--- src/hdl/opmem_pkg.sv ---
// package for the operand memory and address decoder
// assumes one controller clock and an active-low asynchronous reset
package opmem_pkg;
	// ------------------------------------------------------------
	// area selector codes
	// ------------------------------------------------------------
	typedef enum logic [1:0] {
		AREA_PLAIN,
		AREA_RETENTIVE,
		AREA_TIMER_COUNTER,
		AREA_LINK
	} area_t;

	// ------------------------------------------------------------
	// variants of the controller
	// ------------------------------------------------------------
	localparam logic [1:0] VARIANT_SMALL = 2'h0;
	localparam logic [1:0] VARIANT_MID = 2'h1;
	localparam logic [1:0] VARIANT_LARGE = 2'h2;

	// ------------------------------------------------------------
	// word layout and area sizes
	// ------------------------------------------------------------
	localparam int WORD_BITS = 16;
	localparam int DIGIT_BITS = 4;
	localparam int PLAIN_WORDS = 21;
	localparam int RETENTIVE_WORDS = 16;
	localparam int LINK_WORDS = 8;
	localparam int TC_COUNT = 16;
	localparam logic [3:0] BCD_MAX_DIGIT = 4'h9;
	localparam logic [3:0] BIT_MAX = 4'hF;

	// ------------------------------------------------------------
	// word numbers in the plain area
	// ------------------------------------------------------------
	localparam logic [7:0] WORD_INPUT = 8'h00;
	localparam logic [7:0] WORD_OUTPUT = 8'h01;
	localparam logic [7:0] WORD_WORK = 8'h02;
	localparam logic [7:0] WORD_FLAGS = 8'h03;
	localparam logic [7:0] WORD_EXT_FIRST = 8'h10;
	localparam logic [7:0] WORD_EXT_LAST = 8'h20;
	localparam int ERROR_FLAG_BIT = 11;

	// ------------------------------------------------------------
	// usable bit masks per variant for words 00 and 01
	// ------------------------------------------------------------
	localparam logic [15:0] MASK_IN_SMALL = 16'hFF3F;
	localparam logic [15:0] MASK_OUT_SMALL = 16'hFFFF;
	localparam logic [15:0] MASK_ALL = 16'hFFFF;
	localparam logic [15:0] RESET_WORD = 16'h0000;
endpackage

--- src/hdl/opmem.sv ---
// operand memory with area decode, bit access, indirect retentive access and terminal transfer
// assumes the execution unit holds its request stable for the access cycle and pulses SCAN_END once per pass
//
// Function
// - words are sixteen bits, bit 00 rightmost
// - retentive, timer and link need selector
// - word address two digits, bit four digits
// - bit field above 15 is invalid
// - timer word gives value, bit gives done
// - four digits per word, 0 rightmost
// - decimal stored BCD, hex stored binary
// - BCD digit above nine is invalid
// - integers only; timer rightmost digit tenths
// - direct operand read from addressed word
// - indirect retentive word names the real word
// - word 00 inputs, word 01 outputs, in order
// - after pass: outputs out and inputs latched on the same edge
// - work bit ranges depend on variant
// - small variant bits 0006, 0007 unusable
// - error flag on bad BCD operand
// - retentive area survives power interruptions
`timescale 1ns/1ps
module opmem #(
	parameter logic [1:0] VARIANT = opmem_pkg::VARIANT_SMALL,
	parameter int IN_COUNT = 6,
	parameter int OUT_COUNT = 4
) (
	input wire logic CLOCK,
	input wire logic RESET_N,
	input wire logic ACC_VALID,
	input wire logic ACC_WRITE,
	input wire logic ACC_BIT,
	input wire logic [1:0] ACC_AREA,
	input wire logic ACC_INDIRECT,
	input wire logic ACC_CHECK_BCD,
	input wire logic [7:0] ACC_WORD,
	input wire logic [7:0] ACC_BITNUM,
	input wire logic [15:0] ACC_WDATA,
	output logic [15:0] ACC_RDATA,
	output logic ACC_INVALID,
	output logic ACC_BCD_BAD,
	input wire logic [15:0] TC_VALUE [opmem_pkg::TC_COUNT],
	input wire logic [15:0] TC_DONE,
	input wire logic SCAN_END,
	input wire logic [IN_COUNT-1:0] IN_TERM,
	output logic [OUT_COUNT-1:0] OUT_TERM,
	output logic ERROR_FLAG
);
	// ------------------------------------------------------------
	// storage
	// ------------------------------------------------------------
	logic [15:0] plain_q [opmem_pkg::PLAIN_WORDS];
	logic [15:0] ret_q [opmem_pkg::RETENTIVE_WORDS];
	logic [15:0] link_q [opmem_pkg::LINK_WORDS];
	logic [IN_COUNT-1:0] in_meta_q, in_sync_q;
	logic [OUT_COUNT-1:0] out_q;
	logic err_q;

	// ------------------------------------------------------------
	// decode
	// ------------------------------------------------------------
	opmem_pkg::area_t area;
	logic [3:0] bit_sel;
	logic [4:0] plain_idx;
	logic [3:0] ret_idx;
	logic [3:0] eff_ret;
	logic [15:0] indirect_word;
	logic bit_field_bad, word_ok, bcd_bad, ind_bad;
	logic [15:0] word_val, usable, new_word;
	logic [3:0] tens, ones;

	assign area = opmem_pkg::area_t'(ACC_AREA);
	assign tens = ACC_WORD[7:4];
	assign ones = ACC_WORD[3:0];
	// bit number is two BCD digits 00..15
	assign bit_field_bad = ACC_BIT && (ACC_BITNUM[7:4] > 4'h1 || ACC_BITNUM[3:0] > 4'h9 ||
		(ACC_BITNUM[7:4] == 4'h1 && ACC_BITNUM[3:0] > 4'h5));
	assign bit_sel = ACC_BITNUM[7:4] == 4'h1 ? 4'(ACC_BITNUM[3:0] + 4'hA) : ACC_BITNUM[3:0];
	// word number from two BCD digits, 00..20 maps to 0..20
	assign plain_idx = 5'(tens * 4'hA + ones);
	assign ret_idx = 4'(tens * 4'hA + ones);
	assign indirect_word = ret_q[ret_idx];
	// indirect content is a BCD word number
	assign eff_ret = 4'(indirect_word[7:4] * 4'hA + indirect_word[3:0]);
	assign ind_bad = ACC_INDIRECT && (indirect_word[15:8] != 8'h00 ||
		indirect_word[7:4] > 4'h1 || (indirect_word[7:4] == 4'h1 && indirect_word[3:0] > 4'h5));

	function automatic logic [15:0] plain_mask(input logic [4:0] idx);
		logic [15:0] m;
		m = 16'h0000;
		case (idx)
			5'h00: m = (VARIANT == opmem_pkg::VARIANT_SMALL) ? opmem_pkg::MASK_IN_SMALL : opmem_pkg::MASK_ALL;
			5'h01, 5'h02: m = opmem_pkg::MASK_ALL;
			default: begin
				// words 10..20 only in larger variants
				if (idx >= 5'h0A && idx <= 5'h14 && VARIANT != opmem_pkg::VARIANT_SMALL)
					m = opmem_pkg::MASK_ALL;
				else if (idx == 5'h03)
					m = opmem_pkg::MASK_ALL;
			end
		endcase
		return m;
	endfunction

	always_comb begin
		word_ok = 1'b0;
		word_val = 16'h0000;
		usable = 16'h0000;
		case (area)
			opmem_pkg::AREA_PLAIN: begin
				word_ok = ones <= 4'h9 && tens <= 4'h2 && plain_idx < 5'(opmem_pkg::PLAIN_WORDS);
				usable = plain_mask(plain_idx);
				word_ok = word_ok && usable != 16'h0000;
				word_val = plain_q[plain_idx] & usable;
			end
			opmem_pkg::AREA_RETENTIVE: begin
				word_ok = ones <= 4'h9 && tens <= 4'h1 && plain_idx < 5'(opmem_pkg::RETENTIVE_WORDS) && !ind_bad;
				usable = opmem_pkg::MASK_ALL;
				word_val = ACC_INDIRECT ? ret_q[eff_ret] : ret_q[ret_idx];
			end
			opmem_pkg::AREA_LINK: begin
				word_ok = tens == 4'h0 && ones < 4'(opmem_pkg::LINK_WORDS);
				usable = opmem_pkg::MASK_ALL;
				word_val = link_q[ones[2:0]];
			end
			opmem_pkg::AREA_TIMER_COUNTER: begin
				word_ok = ones <= 4'h9 && tens <= 4'h1 && plain_idx < 5'(opmem_pkg::TC_COUNT);
				// timer values are read only; rightmost digit is tenths
				word_val = ACC_BIT ? {15'h0000, TC_DONE[ret_idx]} : TC_VALUE[ret_idx];
			end
			default: begin
				word_ok = 1'b0;
			end
		endcase
	end

	assign ACC_INVALID = ACC_VALID && (!word_ok || (bit_field_bad && area != opmem_pkg::AREA_TIMER_COUNTER));
	bcd_check #(.DIGITS(4)) u_bcd (.word_in(word_val), .bad(bcd_bad));
	// single-cycle combinational answer
	always_comb begin
		if (!ACC_VALID || ACC_INVALID)
			ACC_RDATA = 16'h0000;
		else if (ACC_BIT && area != opmem_pkg::AREA_TIMER_COUNTER)
			ACC_RDATA = {15'h0000, word_val[bit_sel]};
		else
			ACC_RDATA = word_val;
	end
	assign ACC_BCD_BAD = ACC_VALID && !ACC_INVALID && !ACC_BIT &&
		bcd_bad && (ACC_CHECK_BCD || ACC_INDIRECT);

	// merged word for writes; unusable bits keep zero
	always_comb begin
		if (ACC_BIT) begin
			new_word = word_val;
			new_word[bit_sel] = ACC_WDATA[0];
		end else begin
			new_word = ACC_WDATA;
		end
		new_word = new_word & usable;
	end

	logic do_write;
	assign do_write = ACC_VALID && ACC_WRITE && !ACC_INVALID && area != opmem_pkg::AREA_TIMER_COUNTER;

	// ------------------------------------------------------------
	// input terminal synchroniser
	// ------------------------------------------------------------
	always_ff @(posedge CLOCK or negedge RESET_N) begin
		if (!RESET_N) begin
			in_meta_q <= '0;
			in_sync_q <= '0;
		end else begin
			in_meta_q <= IN_TERM;
			in_sync_q <= in_meta_q;
		end
	end

	// ------------------------------------------------------------
	// plain area, with end-of-pass terminal transfer
	// ------------------------------------------------------------
	always_ff @(posedge CLOCK or negedge RESET_N) begin
		if (!RESET_N) begin
			for (int i = 0; i < opmem_pkg::PLAIN_WORDS; i++)
				plain_q[i] <= opmem_pkg::RESET_WORD;
		end else begin
			if (do_write && area == opmem_pkg::AREA_PLAIN)
				plain_q[plain_idx] <= new_word;
			if (SCAN_END)
				plain_q[0][IN_COUNT-1:0] <= in_sync_q;
			plain_q[3][opmem_pkg::ERROR_FLAG_BIT] <= err_q;
		end
	end

	// ------------------------------------------------------------
	// retentive and link areas
	// ------------------------------------------------------------
	always_ff @(posedge CLOCK or negedge RESET_N) begin
		if (!RESET_N) begin
			for (int i = 0; i < opmem_pkg::LINK_WORDS; i++)
				link_q[i] <= opmem_pkg::RESET_WORD;
		end else if (do_write && area == opmem_pkg::AREA_LINK) begin
			link_q[ones[2:0]] <= new_word;
		end
	end

	// no reset: contents kept across resets
	always_ff @(posedge CLOCK) begin
		if (do_write && area == opmem_pkg::AREA_RETENTIVE)
			ret_q[ACC_INDIRECT ? eff_ret : ret_idx] <= new_word;
	end

	// ------------------------------------------------------------
	// output terminals and error flag
	// ------------------------------------------------------------
	always_ff @(posedge CLOCK or negedge RESET_N) begin
		if (!RESET_N)
			out_q <= '0;
		else if (SCAN_END)
			out_q <= plain_q[1][OUT_COUNT-1:0];
	end
	assign OUT_TERM = out_q;

	// set wins over end-of-pass clear
	always_ff @(posedge CLOCK or negedge RESET_N) begin
		if (!RESET_N)
			err_q <= 1'b0;
		else if (ACC_BCD_BAD)
			err_q <= 1'b1;
		else if (SCAN_END)
			err_q <= 1'b0;
	end
	assign ERROR_FLAG = err_q;
endmodule // opmem

--- src/hdl/bcd_check.sv ---
// checks a word for BCD digits above nine
// assumes nothing beyond a 16-bit word
`timescale 1ns/1ps
module bcd_check #(
	parameter int DIGITS = 4
) (
	input wire logic [DIGITS*4-1:0] word_in,
	output logic bad
);
	logic [DIGITS-1:0] digit_bad;

	genvar g;
	generate
		for (g = 0; g < DIGITS; g++) begin : g_digit
			// digit g occupies bits 4g+3..4g
			assign digit_bad[g] = word_in[g*4 +: 4] > opmem_pkg::BCD_MAX_DIGIT;
		end
	endgenerate

	assign bad = |digit_bad;
endmodule // bcd_check

--- config.mk ---
export PLATFORM = sky130hd
export DESIGN_NAME = opmem
export DESIGN_NICKNAME = d
export VERILOG_FILES = /design/src/hdl/opmem_pkg.sv /design/src/hdl/opmem.sv /design/src/hdl/bcd_check.sv
export SDC_FILE = /design/constraint.sdc
export NUM_CORES = 1
export LEC_CHECK = 0
export BUFFER_PORTS_ARGS = -buffer_cell sky130_fd_sc_hd__buf_2
export CAP_MARGIN = 20
export CORE_ASPECT_RATIO = 0.5
export CORE_MARGIN = 5
export CORE_UTILIZATION = 30
export DETAILED_ROUTE_END_ITERATION = 10
export PLACE_DENSITY = 0.5
export SETUP_SLACK_MARGIN = 0.05
export SLEW_MARGIN = 25
export SYNTH_ARGS = -nofsm -noshare
export SYNTH_HDL_FRONTEND = slang
export SYNTH_HIERARCHICAL = 1
export SYNTH_SLANG_ARGS = --single-unit
--- constraint.sdc ---
create_clock -name CLOCK -period 6.31 [get_ports CLOCK]
set_clock_uncertainty 0.2 [all_clocks]
set_input_delay 0 -clock CLOCK [delete_from_list [all_inputs] [get_ports CLOCK]]
set_output_delay 0 -clock CLOCK [all_outputs]
set_load 0.02 [all_outputs]
==> run_results.csv, run 1 <==
group,metric,value,unit
run_status,status,"finished clean",
clocking,htree_levels,2,
worst_setup_path,cp.depth,22,
timing,maxSlewViolCount,0,
drt,route.detailed.wl_per_inst,29.31,microns
global_routing,grt_pass1_wl,146400,microns
die,row_count,74,
clocking,cts_buffers,47,
clocking,cts_tree,"done",
cells_and_area,area_growth,20.92,%
die,ios,343,
worst_setup_path,r2r_start,"ret_q[10][2]$_DFFE_PP_",
logic_synthesis,syn_area,25030,sq um
worst_setup_path,endpoint,"plain_q[321]$_DFFE_PN0P_",
clocking,post_cts_buffers,0,
global_routing,grt_usage,22.36,%
worst_setup_path,cp_common_cell,"buf_4",
placement,post-dp-hpwl,76130,microns
die,die_w,418.5,microns
pwr,leakagePower,0.01215,uW
timing,period_needed,6.065,ns
cells_and_area,num-nets-final,2685,
run,drv_cap,0,
drt,drc_errors,0,
pwr,swShare,34.40,%
worst_setup_path,cp-end-kind,"register",
drt,drt-initial-drc-count,2212,
timing,fin_crit_sh,96.12,%
drt,drt_wl_total,102500,microns
global_routing,antenna_found_initial,12,
drt,drtAntennaViolNets,0,
drt,firstDrtPassIters,5,
logic_synthesis,synth_nets,2294,
timing,max-slew-margin-rel,41.50,%
drt,viasPerCell,5.584,
worst_setup_path,worst-setup-path-type,"in -> reg",
die,dieArea,89670,sq um
worst_setup_path,worstPathBufferInverterCount,7,
global_routing,grt_pass1_vias,19570,
clocking,clk_pin_slew,0.07,ns
timing,fmax,164.9,MHz
clocking,cts.path.max_buffers,3,
clocking,worst_skew_pair.late_latency,0.59,ns
worst_setup_path,cp.required,6.62,ns
timing,worst_slew_pin_slew,0.8722,ns
pwr,power_frac_seq,36.3,%
worst_setup_path,cp_max_fo,13,
clocking,root_buffer,"clkbuf_16",
placement,gp_congestion,1.014,
hold_path,worstHoldPathType,"in -> reg",
logic_synthesis,netlist_instances,1966,
die,start_util,30.48,%
logic_synthesis,synth.yosys.warnings,6,
global_routing,grt_overflow,0,
pwr,power_frac_comb,32.4,%
clocking,cts_sinks,463,
pwr,p_switching,3093,uW
cells_and_area,layout-drive-gt1-share,35.77,%
die,die_h,214.3,microns
logic_synthesis,syn_area_per_cell,12.73,sq um
worst_setup_path,cp_slowest_cell,"fa_1",
timing,hold_violations,0,
timing,setup_viol,0,
pwr,peakVddDrop,321.9,uV
worst_setup_path,reg2reg_depth,16,
pwr,p_per_area,297.0,nW/um^2
worst_setup_path,r2r-end,"plain_q[321]$_DFFE_PN0P_",
worst_setup_path,cp-startpoint,"ACC_WORD[4]",
worst_setup_path,rrSetupSlack,0.33,ns
drt,vias,19520,
pwr,pwr-share-clk,31.3,%
timing,hold_ws,0.02349,ns
pwr,p_int,5898,uW
worst_setup_path,startpoint_type,"input port",
timing,tns,0,ns
worst_setup_path,crit_family,"buffers and inverters",
placement,portBuffers,342,
worst_setup_path,cp.arrival,6.38,ns
timing,rsz0062_at_grt,"no",
die,core_area,82130,sq um
global_routing,grt_max_degree,98,
worst_setup_path,critPathMaxStageDelay,0.81,ns
worst_setup_path,crit_chain,"buf_2 > ha_1 > ha_1 > xor2_4 > buf_4 > nand3_1 > nand4_4 > nand2_1 > fa_1 > nor2_2 > buf_4 > buf_4 > a22oi_1 > nand3_1 > o31ai_2 > a31oi_1 > dlygate4sd3_1 > buf_4 > nor2_1 > a21oi_1 > o21ai_1 > dlygate4sd3_1",
## power by group through the flow
stage	clock network (uW)	registers, uW	logic, uW
floorplan	0	3320	1770
global placement	0	3320	2830
detailed placement	0	3320	2840
CTS	2870	3260	2870
global route	2990	3260	3070
finish	2820	3260	2910
## worst min path at each step
stage	start	slack (ns)	to	cells after the start
CTS	ACC_WDATA[15]	0.001	link_q[31]$_DFFE_PN0P_	5
global placement	RESET_N	-0.09	link_q[27]$_DFFE_PN0P_	1
detailed placement	RESET_N	-0.09	link_q[27]$_DFFE_PN0P_	1
floorplan	RESET_N	-0.50	ERROR_FLAG$_DFFE_PN0P_	0
finish	ACC_WDATA[5]	0.02	link_q[5]$_DFFE_PN0P_	4
global route	ACC_WDATA[5]	0.02	link_q[5]$_DFFE_PN0P_	4
## cell type report
cell class | count | area [sq um]
repair buffers | 492 | 3027
diodes | 1 | 2.502
clock inverters | 6 | 77.57
multi-input cells | 1294 | 11290
inverters | 59 | 221.5
fillers | 8028 | 51860
clock buffers | 79 | 1409
flip-flops and latches | 463 | 12870
well taps | 1102 | 1379
## what timing repair did
action	CTS	global route
hold buffers	34	0
endpoints found under the setup margin	0	1
resized for setup	0	1
hold endpoints to repair	262	0
## tightest hold or removal path, cell delays in order
cell	delay (ns)
buf_2	0.08
nor2_1	0.06
a211o_1	0.45
o21ai_1	0.19
## stage by stage
step	setup WS, ns	utilization [%]	cell area, sq um	std cells	power [uW]
finish	0.2448	36.86	30270	3496	8991
global route	0.1287	36.86	30270	3496	9325
CTS	0.3387	36.84	30260	3495	9000
detailed placement	0.3408	34.60	28410	3376	6159
global placement	0.3825	34.57	28390	3375	6156
floorplan	1.106	-	25030	1966	5089
## registers in the layout (all words and copies together), names as in the netlist
name / count
OUT_TERM: 4
ERROR_FLAG: 1
in_sync_q: 6
plain_q: 62
in_meta_q: 6
link_q: 128
ret_q: 256
## routing by layer
metal	wire, microns	global-route usage, %
met5	28	0
met4	3705	7.283
met3	8186	4.593
met2	44620	32.98
met1	45920	32.87
## cell usage in the layout, fill, tap and decap left out, types with 25 or more instances in the layout
| master | instances |
|---|---|
| nor2_1 | 76 |
| nand2_1 | 273 |
| dlygate4sd3_1 | 33 |
| mux4_2 | 188 |
| mux2i_1 | 101 |
| edfxtp_1 | 256 |
| inv_1 | 46 |
| dfrtp_1 | 207 |
| nand3_1 | 83 |
| buf_2 | 340 |
| a22oi_1 | 31 |
| clkbuf_16 | 49 |
| o21ai_0 | 65 |
| o21ai_1 | 66 |
| nor2_2 | 25 |
| buf_4 | 110 |
| mux2_2 | 71 |
| a21oi_1 | 54 |
Note: power is estimated with default switching activity, not from simulation.
==> run 2: changes to the inputs <==
--- a/config.mk
+++ b/config.mk
@@ -10,6 +10,7 @@
 export CORE_ASPECT_RATIO = 0.5
 export CORE_MARGIN = 5
 export CORE_UTILIZATION = 30
+export CTS_BUF_LIST = sky130_fd_sc_hd__clkbuf_2
 export DETAILED_ROUTE_END_ITERATION = 10
 export PLACE_DENSITY = 0.5
 export SETUP_SLACK_MARGIN = 0.05
==> run_results.csv, run 2 (synthesis gave the netlist of run 1 again) <==
group,metric,value,unit
run_status,status,"finished clean",
drt,route.detailed.wl_per_inst,28.32,microns
cells_and_area,largest_reg_flops,256,
cells_and_area,fin_area,30660,sq um
worst_setup_path,endpoint,"plain_q[322]$_DFFE_PN0P_",
timing,setup_viol,0,
timing,maxSlewViolCount,0,
global_routing,grt_usage,22.90,%
global_routing,antenna_found_initial,14,
placement,gp_congestion,1.014,
worst_setup_path,cp_max_fo,12,
cells_and_area,layout-drive-gt1-share,37.66,%
placement,place_area,28410,sq um
die,dieArea,89670,sq um
global_routing,grt_overflow,0,
worst_setup_path,cp_slowest_cell,"dlygate4sd3_1",
worst_setup_path,worst-setup-path-type,"reg -> reg",
worst_setup_path,critPathMaxStageDelay,0.70,ns
hold_path,worstHoldPathType,"reg -> reg",
global_routing,grt_pass1_wl,150100,microns
cells_and_area,largestRegisters,"ret_q x256, link_q x128, plain_q x62",
worst_setup_path,reg2reg_depth,16,
worst_setup_path,r2r_start,"ret_q[15][2]$_DFFE_PP_",
worst_setup_path,cp.arrival,6.95,ns
timing,hold_violations,0,
pwr,peakVddDrop,207.9,uV
timing,max-slew-margin-rel,45.06,%
cells_and_area,final_cells,3695,
clocking,root_buffer,"clkbuf_2",
worst_setup_path,cp_common_cell,"a21o_1",
placement,dp_cells,3376,
drt,drt_wl_total,104700,microns
worst_setup_path,cp-startpoint,"ret_q[15][2]$_DFFE_PP_",
clocking,cts_tree,"done",
run,drv_cap,0,
worst_setup_path,cp.required,7.21,ns
timing,tns,0,ns
cells_and_area,n_fill_cell,8072,
clocking,clk_pin_slew,0.13,ns
worst_setup_path,crit_chain,"mux4_2 > mux4_2 > inv_1 > fa_2 > nor2_4 > buf_4 > nand3_1 > a41o_1 > a21o_1 > a21o_1 > a22oi_1 > dlygate4sd3_1 > buf_4 > a211oi_1 > dlygate4sd3_1 > a21o_1",
worst_setup_path,crit_family,"buffers and inverters",
pwr,p_per_area,269.1,nW/um^2
die,die_w,418.5,microns
clocking,cts.path.max_buffers,3,
worst_setup_path,r2r-end,"plain_q[322]$_DFFE_PN0P_",
worst_setup_path,cp.depth,16,
placement,post-dp-hpwl,76130,microns
timing,period_needed,6.052,ns
drt,firstDrtPassIters,6,
drt,drt-initial-drc-count,2178,
timing,fin_crit_sh,95.91,%
drt,viasPerCell,5.474,
global_routing,grt_max_degree,100,
cells_and_area,layout_common_cells,"buf_2, nand2_1, edfxtp_1",
worst_setup_path,startpoint_type,"register",
timing,worst_slew_pin_slew,0.8232,ns
die,core_area,82130,sq um
worst_setup_path,cp-end-kind,"register",
cells_and_area,num-nets-final,2829,
cells_and_area,regMostFlops,"ret_q",
clocking,cts_sinks,463,
timing,rsz0062_at_grt,"yes",
timing,fmax,165.2,MHz
die,start_util,30.48,%
pwr,leakagePower,0.01255,uW
global_routing,grt_pass1_vias,20641,
drt,drtAntennaViolNets,0,
die,die_h,214.3,microns
die,row_count,74,
clocking,cts_buffers,107,
clocking,htree_levels,3,
cells_and_area,area_growth,22.47,%
drt,drc_errors,0,
worst_setup_path,rrSetupSlack,0.26,ns
worst_setup_path,worstPathBufferInverterCount,5,
die,ios,343,
placement,portBuffers,342,
clocking,worst_skew_pair.late_latency,1.21,ns
drt,vias,20226,
cells_and_area,layout_commonest_cell,"buf_2",
## run 2: changes by cell type in the layout (fill, tap and decap cells not counted), sizes merged
cell,before,now
buf,459,460
bufinv,2,0
clkbuf,79,163
clkinv,6,31
clkinvlp,0,3
diode,1,4
dlygate4sd3,33,116
inv,57,59
## run 2: per-layer routing
layer | track usage, % | routed length [microns]
met5 | 0 | 27
met4 | 8.191 | 3881
met3 | 5.442 | 8893
met2 | 33.64 | 45350
met1 | 33.01 | 46500
## run 2: final cells by class
class / count / area (sq um) / area share (%)
diodes: 4 / 10.01 / 0.03265
clock buffers: 163 / 815.8 / 2.661
clock inverters: 34 / 148.9 / 0.4857
inverters: 59 / 221.5 / 0.7224
multi-input cells: 1294 / 11350 / 37.02
flip-flops and latches: 463 / 12870 / 41.97
well taps: 1102 / 1379 / 4.497
repair buffers: 576 / 3865 / 12.61
## run 2: per-stage QoR
stage,utilization (%),worst slack [ns],power [uW],hold WS (ns)
2_1_floorplan,-,1.106,5089,-0.4956
6_report,37.33,0.2583,8251,0.09864
3_5_place_dp,34.60,0.3408,6159,-0.09224
3_3_place_gp,34.57,0.3825,6156,-0.09092
5_1_grt,37.32,0.03661,8632,0.04413
4_1_cts,37.29,0.06750,8264,0.0005909
## run 2: worst min path at each step
stage,cells after the start,from,endpoint,slack [ns]
floorplan,0,RESET_N,ERROR_FLAG$_DFFE_PN0P_,-0.50
global placement,1,RESET_N,link_q[27]$_DFFE_PN0P_,-0.09
detailed placement,1,RESET_N,link_q[27]$_DFFE_PN0P_,-0.09
CTS,11,ACC_WORD[4],ret_q[11][8]$_DFFE_PP_,0.0006
global route,7,ACC_WDATA[0],link_q[59]$_DFFE_PN0P_,0.04
finish,0,in_meta_q[4]$_DFF_PN0_,in_sync_q[4]$_DFF_PN0_,0.1
## run 2: power breakdown
group	internal, uW	leakage, uW	switching [uW]
clock	692	0.000743	1280
sequential	3250	0.00509	5.96
combinational	1110	0.00671	1910
## run 2: what timing repair did
action / in CTS / in global routing
gates resized for setup: 7 / 4
hold endpoints to repair: 919 / 0
endpoints found under the setup margin: 2 / 9
buffers inserted: 1 / 0
pin swaps: 1 / 1
hold buffers: 117 / 0
